### src/common/dma_seq_map.vh
// Register map, field positions, reset values and timing of the DMA sequencer
`ifndef DMA_SEQ_MAP_VH
`define DMA_SEQ_MAP_VH

// ----------------------------------------------------------------
// Register offsets (byte addresses)
// ----------------------------------------------------------------
`define OFS_SRC       8'h00
`define OFS_DST       8'h04
`define OFS_CNT       8'h08
`define OFS_CTRL      8'h0C
`define OFS_STAT      8'h10
`define OFS_CH1_BASE  8'h20
`define OFS_VEC       8'h40

// ----------------------------------------------------------------
// Control register fields
// ----------------------------------------------------------------
`define CTL_START     0
`define CTL_ONESHOT   1
`define CTL_EXTSEL    2
`define CTL_SINGLE    3
`define CTL_SDIR      4
`define CTL_SSTEP     5
`define CTL_DSTEP     6
`define CTL_SW_LO     7
`define CTL_DW_LO     9
`define CTL_BL_LO     11
`define CTL_AALIGN    14
`define CTL_INTEN     15

// ----------------------------------------------------------------
// Status register fields
// ----------------------------------------------------------------
`define STS_DONE      0
`define STS_ACTIVE    1
`define STS_PEND      2
`define STS_DFAULT    4
`define STS_SFAULT    5
`define STS_CFAULT    6

// ----------------------------------------------------------------
// Reset values and timing
// ----------------------------------------------------------------
`define RST_PTR       32'h00000000
`define RST_CNT       16'h0000
`define RST_CTRL      16'h0000
`define RST_VEC       8'h0F
`define BL_BASE       16'h0100
`define GAP_CYCLES    1

`endif

### src/logic/dma_channel_sequencer.v
// Two-channel DMA sequencer with APB register slave
// Notes on behaviour
// - One-shot mode: exactly one complete transfer per received request.
// - Continuous mode runs until count zero, bus error, or done written.
// - Burst limit zero keeps bus request until count zero, bus error, one-shot end or done write.
// - Nonzero burst limit drops bus request on last transfer before boundary.
// - Request returns as soon as possible, after at least one cycle off.
// - Vector returned on acknowledge only with module select and output enable.
// - Single mode: clean request sets pending; selection in idle, before grant, sets active, clears pending.
// - Single mode drives source pointer and direction bit, one cycle per transfer.
// - Count drops per write phase (dual) or any phase (single); zero sets done.
// - Bus error on single access or dual read sets source fault and done.
// - Dual read drives source pointer, steps it if enabled, then writes.
// - Dual write drives destination, steps, decrements, ends or repeats.
// - At burst multiple request drops until cycle ends; idle clock before start.
// - Bus error on dual write sets destination fault and done, stops.
// - Request is start bit or pin with external select; start clears at begin.
// - Misaligned pointers block transfer and set setup fault.
// - Count inconsistent with source or destination size sets setup fault.
// - Setup fault may interrupt; auto align skips the aligned register check.
// - Dual transfer moves the larger of source and destination sizes.
// - Pointers update only after a successful address phase.
// - Channel 0 wins unless only channel 1 has burst limit zero.
// - Register writes never blocked; control changes act immediately.
// - Burst code 000 off; 001 to 111 select 512 to 32768 bytes.
// - Size code 00 long, 01 byte, 10 word, 11 line; step 4,1,2,16.
// - Writing one to done resets channel state and aborts; zero ignored.
`timescale 1ns/1ns
`default_nettype none
`include "dma_seq_map.vh"

module dma_channel_sequencer #(
	parameter VEC_RESET = `RST_VEC	// Arbitrary vector reset value
) (
	// Clock and reset
	input  wire        mclk,
	input  wire        reset,
	// APB slave
	input  wire        psel,
	input  wire        penable,
	input  wire        pwrite,
	input  wire [7:0]  paddr,
	input  wire [31:0] pwdata,
	output reg  [31:0] prdata,
	output reg         pready,
	output reg         pslverr,
	// External request pins
	input  wire [1:0]  transfer_request_pin,
	// Internal bus master side
	output reg         bus_req,
	input  wire        bus_grant,
	output reg         master_transfer_start,
	output reg  [31:0] m_addr,
	output reg         m_rw,
	output reg  [1:0]  m_size,
	output reg         m_chan,
	input  wire        m_term_ok,
	input  wire        m_term_err,
	// Interrupt acknowledge and interrupts
	input  wire        iack,
	input  wire        module_select,
	input  wire        vector_output_en,
	output reg  [7:0]  vec_data,
	output reg         vec_valid,
	output reg  [1:0]  chan_irq
);

	// ----------------------------------------------------------------
	// States
	// ----------------------------------------------------------------
	localparam [2:0] S_IDLE  = 3'h0;
	localparam [2:0] S_REQ   = 3'h1;
	localparam [2:0] S_ISSUE = 3'h2;
	localparam [2:0] S_WAIT  = 3'h3;
	localparam [2:0] S_GAP   = 3'h4;

	// ----------------------------------------------------------------
	// Functions
	// ----------------------------------------------------------------
	function [2:0] size_shift;
		input [1:0] code;
		begin
			case (code)
				2'h0:    size_shift = 3'h2;
				2'h1:    size_shift = 3'h0;
				2'h2:    size_shift = 3'h1;
				default: size_shift = 3'h4;
			endcase
		end
	endfunction

	function [4:0] size_bytes;
		input [1:0] code;
		begin
			size_bytes = 5'h01 << size_shift(code);
		end
	endfunction

	function [3:0] size_mask;
		input [1:0] code;
		begin
			size_mask = 4'hF >> (3'h4 - size_shift(code));
		end
	endfunction

	function at_boundary;
		input [2:0]  code;
		input [15:0] cnt;
		reg   [15:0] msk;
		begin
			msk = (`BL_BASE << code) - 16'h0001;
			at_boundary = (code != 3'h0) && ((cnt & msk) == 16'h0000);
		end
	endfunction

	function [4:0] n_reads;
		input [1:0] my_w;
		input [1:0] other_w;
		reg   [2:0] a;
		reg   [2:0] b;
		begin
			a = size_shift(my_w);
			b = size_shift(other_w);
			n_reads = (b > a) ? (5'h01 << (b - a)) : 5'h01;
		end
	endfunction

	function cfg_bad;
		input [15:0] ctl;
		input [31:0] sp;
		input [31:0] dp;
		input [15:0] cnt;
		reg   [3:0]  ms;
		reg   [3:0]  md;
		reg          al_s;
		reg          al_d;
		reg          sgl;
		begin
			ms   = size_mask(ctl[`CTL_SW_LO+1:`CTL_SW_LO]);
			md   = size_mask(ctl[`CTL_DW_LO+1:`CTL_DW_LO]);
			sgl  = ctl[`CTL_SINGLE];
			al_s = ctl[`CTL_AALIGN] && (ms >= md);
			al_d = ctl[`CTL_AALIGN] && !al_s && !sgl;
			cfg_bad = (!al_s && (((sp[3:0] & ms) != 4'h0) || ((cnt[3:0] & ms) != 4'h0)))
				|| (!sgl && !al_d && (((dp[3:0] & md) != 4'h0)
				|| ((cnt[3:0] & md) != 4'h0)));
		end
	endfunction

	// ----------------------------------------------------------------
	// Storage
	// ----------------------------------------------------------------
	reg [31:0] src_q [0:1];
	reg [31:0] dst_q [0:1];
	reg [15:0] cnt_q [0:1];
	reg [15:0] ctrl_q [0:1];
	reg [7:0]  vec_q;
	reg [1:0]  start_q;
	reg [1:0]  done_q;
	reg [1:0]  act_q;
	reg [1:0]  pend_q;
	reg [1:0]  sflt_q;
	reg [1:0]  dflt_q;
	reg [1:0]  cflt_q;
	reg [2:0]  state_q;
	reg        ch_q;
	reg        wph_q;
	reg [4:0]  left_q;
	reg [31:0] rd_d;
	reg        err_d;
	reg        sel_d;
	reg        any_d;
	integer    i;

	// ----------------------------------------------------------------
	// Decode of current channel and bus write
	// ----------------------------------------------------------------
	wire [15:0] cc     = ctrl_q[ch_q];
	wire [15:0] ccnt   = cnt_q[ch_q];
	wire [1:0]  sw     = cc[`CTL_SW_LO+1:`CTL_SW_LO];
	wire [1:0]  dw     = cc[`CTL_DW_LO+1:`CTL_DW_LO];
	wire        sgl    = cc[`CTL_SINGLE];
	wire        wr_en  = psel & penable & pwrite & pready;
	wire        rch    = paddr[5];
	wire [7:0]  roff   = {3'h0, paddr[4:0]};
	wire        in_ch  = (paddr[7:6] == 2'h0);
	wire        last   = sgl | (wph_q & (left_q == 5'h01));
	wire [4:0]  stepb  = (sgl | !wph_q) ? size_bytes(sw) : size_bytes(dw);
	wire [15:0] ncnt   = ccnt - {11'h000, stepb};
	wire [1:0]  done_wr;
	wire [1:0]  req_evt;

	genvar g;
	generate
		for (g = 0; g < 2; g = g + 1)
		begin : g_req
			assign done_wr[g] = wr_en && in_ch && (rch == g) && (roff == `OFS_STAT)
				&& pwdata[`STS_DONE];
			assign req_evt[g] = start_q[g]
				| (ctrl_q[g][`CTL_EXTSEL] & transfer_request_pin[g]);
		end
	endgenerate

	// ----------------------------------------------------------------
	// Arbitration between channels
	// ----------------------------------------------------------------
	wire [1:0] cand   = pend_q | (act_q & ~done_q);
	wire       bl0_z  = (ctrl_q[0][`CTL_BL_LO+2:`CTL_BL_LO] == 3'h0);
	wire       bl1_z  = (ctrl_q[1][`CTL_BL_LO+2:`CTL_BL_LO] == 3'h0);
	wire       pick1  = cand[1] && (!cand[0] || (bl1_z && !bl0_z));

	// ----------------------------------------------------------------
	// Read mux
	// ----------------------------------------------------------------
	always @*
	begin
		rd_d  = 32'h00000000;
		err_d = 1'b0;
		sel_d = rch;
		if (paddr == `OFS_VEC)
			rd_d = {24'h000000, vec_q};
		else if (!in_ch || paddr[1:0] != 2'h0)
			err_d = 1'b1;
		else if (roff == `OFS_SRC)
			rd_d = src_q[sel_d];
		else if (roff == `OFS_DST)
			rd_d = dst_q[sel_d];
		else if (roff == `OFS_CNT)
			rd_d = {16'h0000, cnt_q[sel_d]};
		else if (roff == `OFS_CTRL)
			rd_d = {16'h0000, ctrl_q[sel_d]};
		else if (roff == `OFS_STAT)
			rd_d = {25'h0000000, cflt_q[sel_d], sflt_q[sel_d], dflt_q[sel_d], 1'b0,
				pend_q[sel_d], act_q[sel_d], done_q[sel_d]};
		else
			err_d = 1'b1;
	end

	// ----------------------------------------------------------------
	// Sequential logic
	// ----------------------------------------------------------------
	always @(posedge mclk)
	begin
		if (reset)
		begin
			for (i = 0; i < 2; i = i + 1)
			begin
				src_q[i]  <= `RST_PTR;
				dst_q[i]  <= `RST_PTR;
				cnt_q[i]  <= `RST_CNT;
				ctrl_q[i] <= `RST_CTRL;
			end
			vec_q                 <= VEC_RESET;
			start_q               <= 2'h0;
			done_q                <= 2'h0;
			act_q                 <= 2'h0;
			pend_q                <= 2'h0;
			sflt_q                <= 2'h0;
			dflt_q                <= 2'h0;
			cflt_q                <= 2'h0;
			state_q               <= S_IDLE;
			ch_q                  <= 1'b0;
			wph_q                 <= 1'b0;
			left_q                <= 5'h00;
			prdata                <= 32'h00000000;
			pready                <= 1'b0;
			pslverr               <= 1'b0;
			bus_req               <= 1'b0;
			master_transfer_start <= 1'b0;
			m_addr                <= 32'h00000000;
			m_rw                  <= 1'b1;
			m_size                <= 2'h0;
			m_chan                <= 1'b0;
			vec_data              <= 8'h00;
			vec_valid             <= 1'b0;
			chan_irq              <= 2'h0;
		end
		else
		begin
			// APB answer, ready in the access phase
			pready  <= psel & ~penable;
			prdata  <= rd_d;
			pslverr <= psel & ~penable & err_d;

			// Done write clears state first so that hardware sets win
			for (i = 0; i < 2; i = i + 1)
			begin
				if (done_wr[i])
				begin
					done_q[i]  <= 1'b0;
					act_q[i]   <= 1'b0;
					pend_q[i]  <= 1'b0;
					sflt_q[i]  <= 1'b0;
					dflt_q[i]  <= 1'b0;
					cflt_q[i]  <= 1'b0;
					start_q[i] <= 1'b0;
				end
				else if (req_evt[i] && !act_q[i] && !pend_q[i] && !done_q[i])
				begin
					if (cfg_bad(ctrl_q[i], src_q[i], dst_q[i], cnt_q[i]))
					begin
						cflt_q[i]  <= 1'b1;
						done_q[i]  <= 1'b1;
						start_q[i] <= 1'b0;
					end
					else
						pend_q[i] <= 1'b1;
				end
			end

			// Transfer engine
			master_transfer_start <= 1'b0;
			case (state_q)
				S_IDLE:
				begin
					bus_req <= 1'b0;
					if (cand != 2'h0)
					begin
						ch_q                  <= pick1;
						act_q[pick1]          <= 1'b1;
						pend_q[pick1]         <= 1'b0;
						start_q[pick1]        <= 1'b0;
						wph_q                 <= 1'b0;
						left_q                <= n_reads(ctrl_q[pick1][`CTL_SW_LO+1:`CTL_SW_LO],
							ctrl_q[pick1][`CTL_DW_LO+1:`CTL_DW_LO]);
						bus_req               <= 1'b1;
						state_q               <= S_REQ;
					end
				end
				S_REQ:
				begin
					if (bus_grant)
						state_q <= S_ISSUE;
				end
				S_ISSUE:
				begin
					master_transfer_start <= 1'b1;
					m_chan                <= ch_q;
					m_addr                <= (sgl | !wph_q) ? src_q[ch_q] : dst_q[ch_q];
					m_rw                  <= sgl ? cc[`CTL_SDIR] : !wph_q;
					m_size                <= (sgl | !wph_q) ? sw : dw;
					if (last && at_boundary(cc[`CTL_BL_LO+2:`CTL_BL_LO], ncnt))
						bus_req <= 1'b0;
					state_q <= S_WAIT;
				end
				S_WAIT:
				begin
					if (m_term_err)
					begin
						if (sgl | !wph_q)
							sflt_q[ch_q] <= 1'b1;
						else
							dflt_q[ch_q] <= 1'b1;
						done_q[ch_q] <= 1'b1;
						act_q[ch_q]  <= 1'b0;
						bus_req      <= 1'b0;
						state_q      <= S_GAP;
					end
					else if (m_term_ok)
					begin
						// Pointer stepping after a successful address phase
						if ((sgl | !wph_q) && cc[`CTL_SSTEP])
							src_q[ch_q] <= src_q[ch_q] + {27'h0000000, stepb};
						if (!sgl && wph_q && cc[`CTL_DSTEP])
							dst_q[ch_q] <= dst_q[ch_q] + {27'h0000000, stepb};
						if (sgl | wph_q)
							cnt_q[ch_q] <= ncnt;
						if (!last)
						begin
							if (!sgl && !wph_q && left_q == 5'h01)
							begin
								wph_q  <= 1'b1;
								left_q <= n_reads(dw, sw);
							end
							else
								left_q <= left_q - 5'h01;
							state_q <= bus_grant ? S_ISSUE : S_REQ;
						end
						else if (ncnt == 16'h0000)
						begin
							done_q[ch_q] <= 1'b1;
							act_q[ch_q]  <= 1'b0;
							bus_req      <= 1'b0;
							state_q      <= S_GAP;
						end
						else if (cc[`CTL_ONESHOT])
						begin
							act_q[ch_q] <= 1'b0;
							bus_req     <= 1'b0;
							state_q     <= S_GAP;
						end
						else if (!bus_req)
							state_q <= S_GAP;
						else
						begin
							wph_q   <= 1'b0;
							left_q  <= n_reads(sw, dw);
							state_q <= bus_grant ? S_ISSUE : S_REQ;
						end
					end
				end
				S_GAP:
				begin
					bus_req <= 1'b0;
					state_q <= S_IDLE;
				end
				default:
				begin
					bus_req <= 1'b0;
					state_q <= S_IDLE;
				end
			endcase

			// Abort of the running channel
			if (done_wr[ch_q] && state_q != S_IDLE)
			begin
				bus_req               <= 1'b0;
				master_transfer_start <= 1'b0;
				state_q               <= S_GAP;
			end

			// Register writes, never blocked
			if (wr_en && paddr == `OFS_VEC)
				vec_q <= pwdata[7:0];
			else if (wr_en && in_ch && roff == `OFS_SRC)
				src_q[rch] <= pwdata;
			else if (wr_en && in_ch && roff == `OFS_DST)
				dst_q[rch] <= pwdata;
			else if (wr_en && in_ch && roff == `OFS_CNT)
				cnt_q[rch] <= pwdata[15:0];
			else if (wr_en && in_ch && roff == `OFS_CTRL)
			begin
				ctrl_q[rch] <= {pwdata[15:1], 1'b0};
				if (pwdata[`CTL_START])
					start_q[rch] <= 1'b1;
			end

			// Vector supply on acknowledge
			vec_valid <= iack & module_select & vector_output_en;
			vec_data  <= (iack & module_select & vector_output_en) ? vec_q : 8'h00;

			// Interrupt level follows done
			for (i = 0; i < 2; i = i + 1)
				chan_irq[i] <= ctrl_q[i][`CTL_INTEN] & done_q[i];
		end
	end

endmodule // dma_channel_sequencer
`default_nettype wire
### config.mk
export PLATFORM = sky130hd
export DESIGN_NAME = dma_channel_sequencer
export DESIGN_NICKNAME = d
export VERILOG_FILES = /design/src/logic/dma_channel_sequencer.v
export VERILOG_INCLUDE_DIRS = /design/src /design/src/common
export SDC_FILE = /design/constraint.sdc
export NUM_CORES = 1
export LEC_CHECK = 0
export BUFFER_PORTS_ARGS = -buffer_cell sky130_fd_sc_hd__buf_2
export CAP_MARGIN = 25
export CELL_PAD_IN_SITES_DETAIL_PLACEMENT = 0
export CELL_PAD_IN_SITES_GLOBAL_PLACEMENT = 2
export CORE_ASPECT_RATIO = 0.7
export CORE_UTILIZATION = 40
export CTS_CLUSTER_DIAMETER = 40
export CTS_CLUSTER_SIZE = 20
export DETAILED_ROUTE_END_ITERATION = 8
export GPL_TIMING_DRIVEN = 0
export PLACE_DENSITY_LB_ADDON = 0.1
export SLEW_MARGIN = 20
export SYNTH_ARGS = -nofsm -noshare
export SYNTH_HDL_FRONTEND = slang
export SYNTH_SLANG_ARGS = --single-unit
### constraint.sdc
create_clock -name mclk -period 7 [get_ports mclk]
set_clock_uncertainty 0.2 [all_clocks]
set_input_delay 1.4 -clock mclk [delete_from_list [all_inputs] [get_ports mclk]]
set_output_delay 1.4 -clock mclk [all_outputs]
set_load 0.03 [all_outputs]
==> results.sh, run 1 <==
export IMPL_via_count=17000
export IMPL_tightest_slew_ns=1.19
export IMPL_design_power_total_mw=6.18
export IMPL_rsz0062_at_grt="no"
export IMPL_worst_r2r_setup_slack_ns=0.36
export IMPL_p_leak_nw=8.01
export IMPL_slew_headroom=0.208
export IMPL_grt_pass1_vias=15500
export IMPL_start_util=0.409
export IMPL_finalSetupTns_ns=0
export IMPL_grt_max_degree=28
export IMPL_ys_seq_elements=306
export IMPL_cts_root_buf="clkbuf_16"
export IMPL_slowest_stage="mux2i_1"
export IMPL_die_area_um2=47500
export IMPL_postRouteAntennaNets=0
export IMPL_worstPathArrival_ns=6.90
export IMPL_grt_ovfl_total=0
export IMPL_routedWlPerCell_um=30.2
export IMPL_syn_inst=1903
export IMPL_drive_gt1_frac=0.161
export IMPL_cts_tree="built"
export IMPL_dp_cells=2645
export IMPL_place_congestion=0.984
export IMPL_top_layer="met4"
export IMPL_via_per_inst=6.24
export IMPL_p_per_area_nw_per_um2=281
export IMPL_cts_hold_buf=0
export IMPL_first_pass_iters=8
export IMPL_syn_area_um2=18600
export IMPL_totalWireLength_mm=82.5
export IMPL_met2_length_mm=29.8
export IMPL_comb_power_share=0.291
export IMPL_synth_area_per_cell_um2=9.80
export IMPL_cts_setup_buffers=0
export IMPL_ys_types=82
export IMPL_path_clk_slew_ns=0.06
export IMPL_crit_family="simple AND/OR/NAND/NOR gates"
export IMPL_p_sw_mw=2.26
export IMPL_async_flop_share=0
export IMPL_intPower_mw=3.91
export IMPL_p_seq_frac=0.338
export IMPL_row_count=65
export IMPL_cp_start_kind="register"
export IMPL_dieWidth_um=260
export IMPL_critical_path_class="register to register"
export IMPL_cpPeakStageDelay_ns=0.67
export IMPL_hp_class="register to register"
export IMPL_slew_viol_final=0
export IMPL_cts_made_buffers=45
export IMPL_synthToLayoutAreaGrowth_pct=17.8
export IMPL_wl_met3_mm=12.6
export IMPL_met1_length_mm=38.6
export IMPL_outcome="complete, no violations"
export IMPL_crit_path_frequent_cell="buf_6"
export IMPL_postLayoutCellArea_um2=22000
export IMPL_ios=136
export IMPL_final_nets=2190
export IMPL_cp_end_kind="register"
export IMPL_min_period_ns=6.64
export IMPL_placed_area_um2=20300
export IMPL_grt_usage=0.341
export IMPL_grt_antenna_before_repair=5
export IMPL_placement_io_buffers=124
export IMPL_cts_path_max_buffers=3
export IMPL_hold_viol=0
export IMPL_core_area_um2=45500
export IMPL_synth_edf_count=190
export IMPL_h_tree_depth=2
export IMPL_ys_seq_area_frac=0.430
export IMPL_clock_sinks=306
export IMPL_synth_top_area_frac=0.306
export IMPL_worst_ep_required_time_ns=7.26
export IMPL_path_max_fanout=20
export IMPL_p_clk_frac=0.372
export IMPL_fmax_mhz=151
export IMPL_drt_iter0_drc=2304
export IMPL_switching_share=0.366
export IMPL_fillers=4342
export IMPL_grt_first_pass_wirelength_mm=114
export IMPL_yosys_area_top_type="edfxtp_1"
export IMPL_yosys_warnings=0
export IMPL_path_buf_inv=4
export IMPL_finalCritPeriodShare=0.948
export IMPL_setup_viol=0
export IMPL_drv_cap=0
export IMPL_path_cells="buf_6, buf_6, buf_6, mux2i_1, nand2_1, o21ai_2, inv_1, fa_1, a211oi_2, o211ai_1, and4bb_1, xnor2_1, or4b_4, o31a_1, or4_1, and3_1"
export IMPL_die_y_um=183
export IMPL_dp_hpwl_mm=64.0
export IMPL_insertion_delay_ns=0.58
export IMPL_irDropWorstVdd_v=0.000284
export IMPL_hold_slack_ns=0.243
export IMPL_route_detailed_drc=0
export IMPL_synthFlopType="edfxtp_1"
export IMPL_finalNonFillerCells=2733
export IMPL_synthTopCellsByArea="edfxtp_1, dfxtp_1, mux2i_1"
## sequential cells by signal (all words and copies together) (netlist names), 3 cells and up, named ones only
| signal | flops |
|---|---|
| left_q | 5 |
| src_q | 64 |
| cnt_q | 32 |
| ctrl_q | 30 |
| prdata | 32 |
| vec_q | 8 |
| dst_q | 64 |
| vec_data | 8 |
| state_q | 3 |
| m_addr | 32 |
## layout by cell type, fill, tap and decap left out, types with 17 or more instances in the layout
cell type and count:
nor2b_1 17, o21ai_0 82, nor3_1 33, and2_1 53, clkbuf_1 99, mux2i_1 146
mux2_2 38, a22o_1 78, nand2_1 236, dfxtp_1 116, ha_1 41, inv_1 51
o22a_1 20, xnor2_1 51, a21oi_1 106, nand3_1 45, buf_2 130, nor2_1 103
xor2_1 30, edfxtp_1 190, o31ai_1 38, clkbuf_16 47
## cell usage after synthesis (all sizes together) (7+ instances only)
cell / instances
and2: 53
o21a: 11
a211oi: 17
xor2: 30
or4: 8
or2: 9
or3: 17
ha: 41
o22a: 20
inv: 51
a21oi: 106
mux2i: 147
and3: 8
nor3: 37
nor2b: 17
a32oi: 12
o211ai: 16
a21o: 13
nand3: 46
nand3b: 9
a31oi: 12
nand2: 237
buf: 24
mux2: 38
a31o: 9
mux4: 15
edfxtp: 190
a22o: 78
xnor2: 51
nor3b: 7
nand2b: 11
nand4: 13
clkbuf: 100
o221ai: 13
o21ai: 89
nor4: 16
nor2: 103
o31ai: 38
dfxtp: 116
## metal layers
layer | vias up | GRT usage
met5 | - | 0
met4 | 0 | 0.0662
met3 | 97 | 0.156
met2 | 1075 | 0.419
met1 | 8371 | 0.525
li1 | 7499 | -
## final timing paths
check / startpoint / endpoint / depth (start not counted)
worst max-delay path: register / wph_q / 16
worst min-delay path: m_addr[13] / m_addr[13] / 2
worst max register to register: register / wph_q / 16
worst min register to register: m_addr[13] / m_addr[13] / 2
## cell families after synthesis
group | Yosys count | share of synthesized area
AOI/OAI and AO/OA | 482 | 0.180
xor gates and xnor gates | 81 | 0.0380
adders and majority gates | 45 | 0.0318
buffers and inverters | 176 | 0.0389
DFF | 306 | 0.430
muxes | 200 | 0.120
other | 2 | 0.000403
and+or+nand+nor | 611 | 0.160
## power by group through the flow
stage | Clock [mW] | Combinational (mW) | Sequential, mW
after floorplan | 0 | 1.05 | 2.15
after global placement | 0 | 1.70 | 2.12
after detailed placement | 0 | 1.72 | 2.12
after CTS | 2.30 | 1.73 | 2.08
after global routing | 2.38 | 1.90 | 2.09
final | 2.30 | 1.79 | 2.08
## final cells by class
type,instances,area (µm²),share of cell area
clock inverter,28,287,0.0130
sequential,306,8030,0.366
timing repair buffer,144,888,0.0405
inverter,52,195,0.00889
clock buffer,55,1230,0.0558
antenna,2,5.00,0.000228
buffer,121,522,0.0238
tap,603,754,0.0344
multi-input combinational,1422,10100,0.458
## stage by stage
| stage | worst slack (ns) | util |
|---|---|---|
| final | 0.363 | 0.482 |
| after global routing | 0.148 | 0.482 |
| after CTS | 0.00932 | 0.480 |
| after detailed placement | -1.06 | 0.447 |
| after global placement | -1.54 | 0.440 |
| after floorplan | 1.18 | - |
## worst min-delay path, stage by stage (launching register included)
cell and delay (ns):
dfxtp_1 0.30, nand2_1 0.05, a21oi_1 0.05
## timing repair
item	CTS	global route
resized for setup	8	3
endpoints found under the setup margin	22	13
pin swaps	0	0
Power figures use the tool's default switching activity.
==> run 2, diff against run 1 <==
clock period = 7.55 ns   (was 7 ns; I/O delays follow)
==> run 2 against run 1 <==
Combinational power decreased by 7%. First-iteration DRC count increased by 2.9%. Critical path depth increased by 6. Global-route usage increased by 0.10 points. Sequential share of layout area about the same. Sequential power decreased by 7%. Via count increased by 0.13%. Power decreased by 7.3%. Cell count about the same. Maximum frequency decreased by 8.3%. Critical endpoint unchanged. Largest cell class unchanged.
==> results.sh, run 2 (synthesis results as in run 1) <==
export IMPL_outcome="complete, no violations"
export IMPL_via_per_inst=6.24
export IMPL_h_tree_depth=2
export IMPL_cts_root_buf="clkbuf_16"
export IMPL_rsz0062_at_grt="no"
export IMPL_first_pass_iters=6
export IMPL_slowest_stage="or4b_4"
export IMPL_p_seq_frac=0.338
export IMPL_core_area_um2=45500
export IMPL_p_sw_mw=2.10
export IMPL_fillers=4345
export IMPL_layout_common_cells="nand2_1, edfxtp_1, mux2i_1, buf_2, dfxtp_1"
export IMPL_cpPeakStageDelay_ns=0.64
export IMPL_dieWidth_um=260
export IMPL_slew_headroom=0.220
export IMPL_met2_usage=0.418
export IMPL_ff2ff_path_depth=22
export IMPL_ios=136
export IMPL_dp_hpwl_mm=64.0
export IMPL_design_power_total_mw=5.72
export IMPL_worst_ep_required_time_ns=7.82
export IMPL_min_period_ns=7.24
export IMPL_comb_power_share=0.291
export IMPL_route_detailed_drc=0
export IMPL_hold_viol=0
export IMPL_met1_usage=0.532
export IMPL_synthToLayoutAreaGrowth_pct=17.6
export IMPL_intPower_mw=3.63
export IMPL_path_cells="buf_6, buf_6, buf_6, buf_4, mux2i_2, nand2_2, clkbuf_1, nand2_1, o21ai_1, buf_4, nor3_2, ha_1, inv_1, fa_1, a211oi_1, o211ai_1, and4bb_1, xnor2_1, or4b_4, o31a_1, or4_1, and3_1"
export IMPL_worst_r2r_setup_slack_ns=0.31
export IMPL_postRouteAntennaNets=0
export IMPL_via_count=17100
export IMPL_drt_iter0_drc=2371
export IMPL_layout_commonest_cell="nand2_1"
export IMPL_cts_hold_buf=0
export IMPL_reg_top3="dst_q (64), src_q (64)"
export IMPL_grt_usage=0.342
export IMPL_placement_io_buffers=124
export IMPL_cts_path_max_buffers=3
export IMPL_path_max_fanout=11
export IMPL_clock_sinks=306
export IMPL_cts_setup_buffers=0
export IMPL_grt_antenna_before_repair=3
export IMPL_grt_pass1_vias=15400
export IMPL_hp_class="register to register"
export IMPL_row_count=65
export IMPL_finalCritPeriodShare=0.959
export IMPL_die_y_um=183
export IMPL_cts_tree="built"
export IMPL_start_util=0.409
export IMPL_irDropWorstVdd_v=0.000257
export IMPL_switching_share=0.366
export IMPL_hold_path_startpoint="m_addr[13]"
export IMPL_top_usage_layer="met1"
export IMPL_tightest_slew_ns=1.17
export IMPL_slew_viol_final=0
export IMPL_worstPathArrival_ns=7.50
export IMPL_hold_path_depth=2
export IMPL_p_per_area_nw_per_um2=261
export IMPL_cts_made_buffers=45
export IMPL_drive_gt1_frac=0.161
export IMPL_crit_path_frequent_cell="buf_6"
export IMPL_p_leak_nw=8.01
export IMPL_p_clk_frac=0.372
export IMPL_totalWireLength_mm=82.8
export IMPL_insertion_delay_ns=0.58
export IMPL_path_clk_slew_ns=0.06
export IMPL_place_congestion=0.984
export IMPL_hold_end="m_addr[13]"
export IMPL_die_area_um2=47500
export IMPL_cp_start_kind="register"
export IMPL_fmax_mhz=138
export IMPL_met3_usage=0.152
export IMPL_critical_path_class="register to register"
export IMPL_final_util=0.482
export IMPL_dp_cells=2645
export IMPL_drv_cap=0
export IMPL_rr_endpoint="wph_q"
export IMPL_grt_first_pass_wirelength_mm=114
export IMPL_routedWlPerCell_um=30.3
export IMPL_grt_max_degree=28
export IMPL_grt_ovfl_total=0
export IMPL_final_nets=2191
export IMPL_setup_viol=0
export IMPL_cp_end_kind="register"
export IMPL_finalNonFillerCells=2734
run 2: power by group through the flow:
stage                     clock, mW  combinational [mW]  sequential, mW
after detailed placement          0                1.60            1.96
after CTS                      2.13                1.60            1.93
final                          2.13                1.66            1.93
after global placement            0                1.57            1.96
after global routing           2.20                1.75            1.94
after floorplan                   0               0.973            1.99
run 2: worst max path at each step:
stage,start,end,slack (ns),depth (start not counted)
after floorplan,register,wph_q,1.73,20
after global placement,register,src_q[1][12],-0.99,20
after detailed placement,register,left_q[1],-0.51,22
after CTS,register,wph_q,0.06,21
after global routing,register,wph_q,0.09,22
final,register,wph_q,0.31,22
run 2: per-layer routing:
metal | routed length (µm) | vias to the layer above
li1 | - | 7505
met1 | 39000 | 8379
met2 | 29800 | 1079
met3 | 12500 | 101
met4 | 1480 | 0
met5 | 0 | -
run 2: critical path: cells and delay by family, from the launching register on:
family | cells | cell delay, ns
fa+ha+maj | 2 | 0.73
simple gates | 7 | 2.46
mux | 1 | 0.44
flops | 1 | 0.32
buf+inv | 7 | 1.60
xor+xnor | 1 | 0.18
compound gates | 4 | 1.19
run 2: cell type report:
cell class | instances | area (µm²) | area share
Antenna cell | 2 | 5.00 | 0.000228
Clock buffer | 55 | 1230 | 0.0559
Timing Repair Buffer | 144 | 888 | 0.0405
Clock inverter | 28 | 287 | 0.0131
Multi-Input combinational cell | 1422 | 10000 | 0.457
Inverter | 52 | 195 | 0.00890
Buffer | 122 | 526 | 0.0240
Sequential cell | 306 | 8030 | 0.366
Tap cell | 603 | 754 | 0.0344
run 2: per-stage QoR:
stage | cell area, µm² | setup slack (ns) | TNS, ns | hold WS [ns]
after floorplan | 18700 | 1.73 | 0 | 0.223
after global placement | 20000 | -0.987 | -19.94 | 0.238
after detailed placement | 20300 | -0.515 | -3.23 | 0.240
after CTS | 21900 | 0.0631 | 0 | 0.248
after global routing | 21900 | 0.0857 | 0 | 0.270
final | 21900 | 0.313 | 0 | 0.243
run 2: what timing repair did:
action / CTS / global route
setup endpoints to repair: 14 / 9
resized for setup: 3 / 3
pin swaps: 0 / 0
==> run 3, diff against run 2 <==
CELL_PAD_IN_SITES_DETAIL_PLACEMENT = 1   (was 0)
CELL_PAD_IN_SITES_GLOBAL_PLACEMENT = 1   (was 2)
CORE_UTILIZATION = 48   (was 40)
==> run 3 against run 2 <==
Cell count down 3.3%. Combinational power barely moved. Routed wire length rose by 2.9%. Sequential power about the same. Utilization up 9.6 points. Die area decreased by 17%. Non-clock buffer count shrank 2. Critical path type unchanged. Maximum frequency is 3.4% lower. Register-to-register slack worse by 0.26 ns. Clock power about the same. Via count grew 5.3%. Clock-buffer cell count decreased by 8.
==> results.sh, run 3 (synthesis results as in run 1) <==
export IMPL_outcome="complete, no violations"
export IMPL_crit_family="buffers and inverters"
export IMPL_hold_viol=0
export IMPL_routedWlPerCell_um=32.2
export IMPL_slew_viol_final=0
export IMPL_drive_gt1_frac=0.158
export IMPL_grt_usage=0.423
export IMPL_synthToLayoutAreaGrowth_pct=16.8
export IMPL_p_leak_nw=7.97
export IMPL_path_buf_inv=10
export IMPL_met1_length_mm=35.4
export IMPL_min_period_ns=7.49
export IMPL_route_detailed_drc=0
export IMPL_cts_made_buffers=41
export IMPL_drv_cap=0
export IMPL_layout_common_cells="nand2_1, edfxtp_1, mux2i_1, buf_2, dfxtp_1"
export IMPL_via_per_inst=6.79
export IMPL_grt_pass1_vias=17200
export IMPL_p_per_area_nw_per_um2=264
export IMPL_p_seq_frac=0.336
export IMPL_layout_commonest_cell="nand2_1"
export IMPL_met2_length_mm=32.3
export IMPL_start_util=0.494
export IMPL_p_sw_mw=2.12
export IMPL_via_count=18000
export IMPL_place_congestion=0.988
export IMPL_core_area_um2=37700
export IMPL_p_clk_frac=0.370
export IMPL_pre_cts_ws_ns=-0.403
export IMPL_die_y_um=167
export IMPL_hold_path_startpoint="m_addr[24]"
export IMPL_dieWidth_um=238
export IMPL_slowest_stage="or4b_4"
export IMPL_die_area_um2=39700
export IMPL_fmax_mhz=133
export IMPL_reg_top3="dst_q (64), src_q (64)"
export IMPL_clock_sinks=306
export IMPL_top_layer="met5"
export IMPL_path_cells="buf_6, buf_6, buf_6, buf_4, buf_4, buf_4, buf_2, buf_4, buf_4, mux2i_1, ha_1, inv_1, fa_1, a211oi_1, o211ai_1, and4bb_1, xnor2_1, or4b_4, o31a_1, or4_1, and3_1"
export IMPL_grt_max_degree=29
export IMPL_cts_root_buf="clkbuf_16"
export IMPL_rsz0062_at_grt="no"
export IMPL_final_nets=2185
export IMPL_hp_class="register to register"
export IMPL_crit_path_frequent_cell="buf_4"
export IMPL_irDropWorstVdd_v=0.000201
export IMPL_cts_path_max_buffers=3
export IMPL_switching_share=0.369
export IMPL_postRouteAntennaNets=0
export IMPL_intPower_mw=3.63
export IMPL_critical_path_class="register to register"
export IMPL_worstPathArrival_ns=7.76
export IMPL_cp_end_kind="register"
export IMPL_h_tree_depth=2
export IMPL_cts_hold_buf=0
export IMPL_cpPeakStageDelay_ns=0.64
export IMPL_path_clk_slew_ns=0.07
export IMPL_grt_ovfl_total=0
export IMPL_dp_hpwl_mm=65.1
export IMPL_placed_area_um2=20200
export IMPL_comb_power_share=0.294
export IMPL_grt_antenna_before_repair=8
export IMPL_slew_headroom=0.177
export IMPL_finalCritPeriodShare=0.993
export IMPL_cts_tree="built"
export IMPL_wl_met3_mm=15.1
export IMPL_fin_ws_ns=0.0565
export IMPL_totalWireLength_mm=85.2
export IMPL_worst_ep_required_time_ns=7.81
export IMPL_tightest_slew_ns=1.20
export IMPL_ios=136
export IMPL_hold_slack_ns=0.248
export IMPL_path_max_fanout=19
export IMPL_postLayoutCellArea_um2=21800
export IMPL_drt_iter0_drc=2501
export IMPL_cp_start_kind="register"
export IMPL_finalSetupTns_ns=0
export IMPL_fillers=4235
export IMPL_insertion_delay_ns=0.57
export IMPL_first_pass_iters=5
export IMPL_cts_setup_buffers=0
export IMPL_placement_io_buffers=124
export IMPL_setup_viol=0
export IMPL_multi_input_area_um2=10000
export IMPL_regArea_um2=8030
export IMPL_row_count=59
export IMPL_grt_first_pass_wirelength_mm=120
## run 3: changes by cell type in the layout (fill, tap and decap cells not counted), moves of 4 or more
cell,change
inv_8,-4
clkbuf_1,-5
diode_2,+6
inv_6,+7
## run 3: metrics by stage
stage / cells / total power, mW / utilization
5_1_grt: 2637 / 5.87 / 0.577
3_5_place_dp: 2558 / 3.56 / 0.536
3_3_place_gp: 2546 / 3.50 / 0.528
6_report: 2645 / 5.75 / 0.577
2_1_floorplan: 1904 / 2.96 / -
4_1_cts: 2632 / 5.64 / 0.576
## run 3: power by group through the flow
stage                     Combinational (mW)  Clock [mW]  Sequential (mW)
after floorplan                        0.973           0             1.99
after global placement                  1.54           0             1.96
after detailed placement                1.60           0             1.96
after CTS                               1.61        2.11             1.93
after global routing                    1.75        2.18             1.94
final                                   1.69        2.13             1.93
## run 3: path summary, 6_finish.rpt
path              cells after the start    endpoint  slack, ns
setup / recovery                     21       wph_q       0.06
hold / removal                        2  m_addr[24]       0.25
setup reg to reg                     21       wph_q       0.06
hold reg to reg                       2  m_addr[24]       0.25
## run 3: worst register-to-register path: cells and delay by family (launching register included)
kind / cells / cell delay [ns]
fa+ha+maj: 2 / 0.67
flops: 1 / 0.33
buf+inv: 10 / 3.04
compound gates: 3 / 1.09
mux: 1 / 0.25
xor+xnor: 1 / 0.17
simple gates: 4 / 1.62
## run 3: layout make-up
cell class / count / area share
clock inverters: 28 / 0.0149
repair buffers: 141 / 0.0393
diodes: 8 / 0.000919
flip-flops and latches: 306 / 0.369
inverters: 52 / 0.00896
plain buffers: 123 / 0.0244
clock buffers: 47 / 0.0530
well taps: 518 / 0.0298
multi-input cells: 1422 / 0.460
## run 3: routing by layer
layer  GRT usage  vias up
li1            -     7498
met1       0.607     8950
met2       0.548     1348
met3       0.214      165
met4       0.115       10
met5           0        -
## run 3: timing repair
item,4_1_cts,5_1_grt
resized for setup,3,2
endpoints found under the hold margin,0,0
endpoints found under the setup margin,9,9
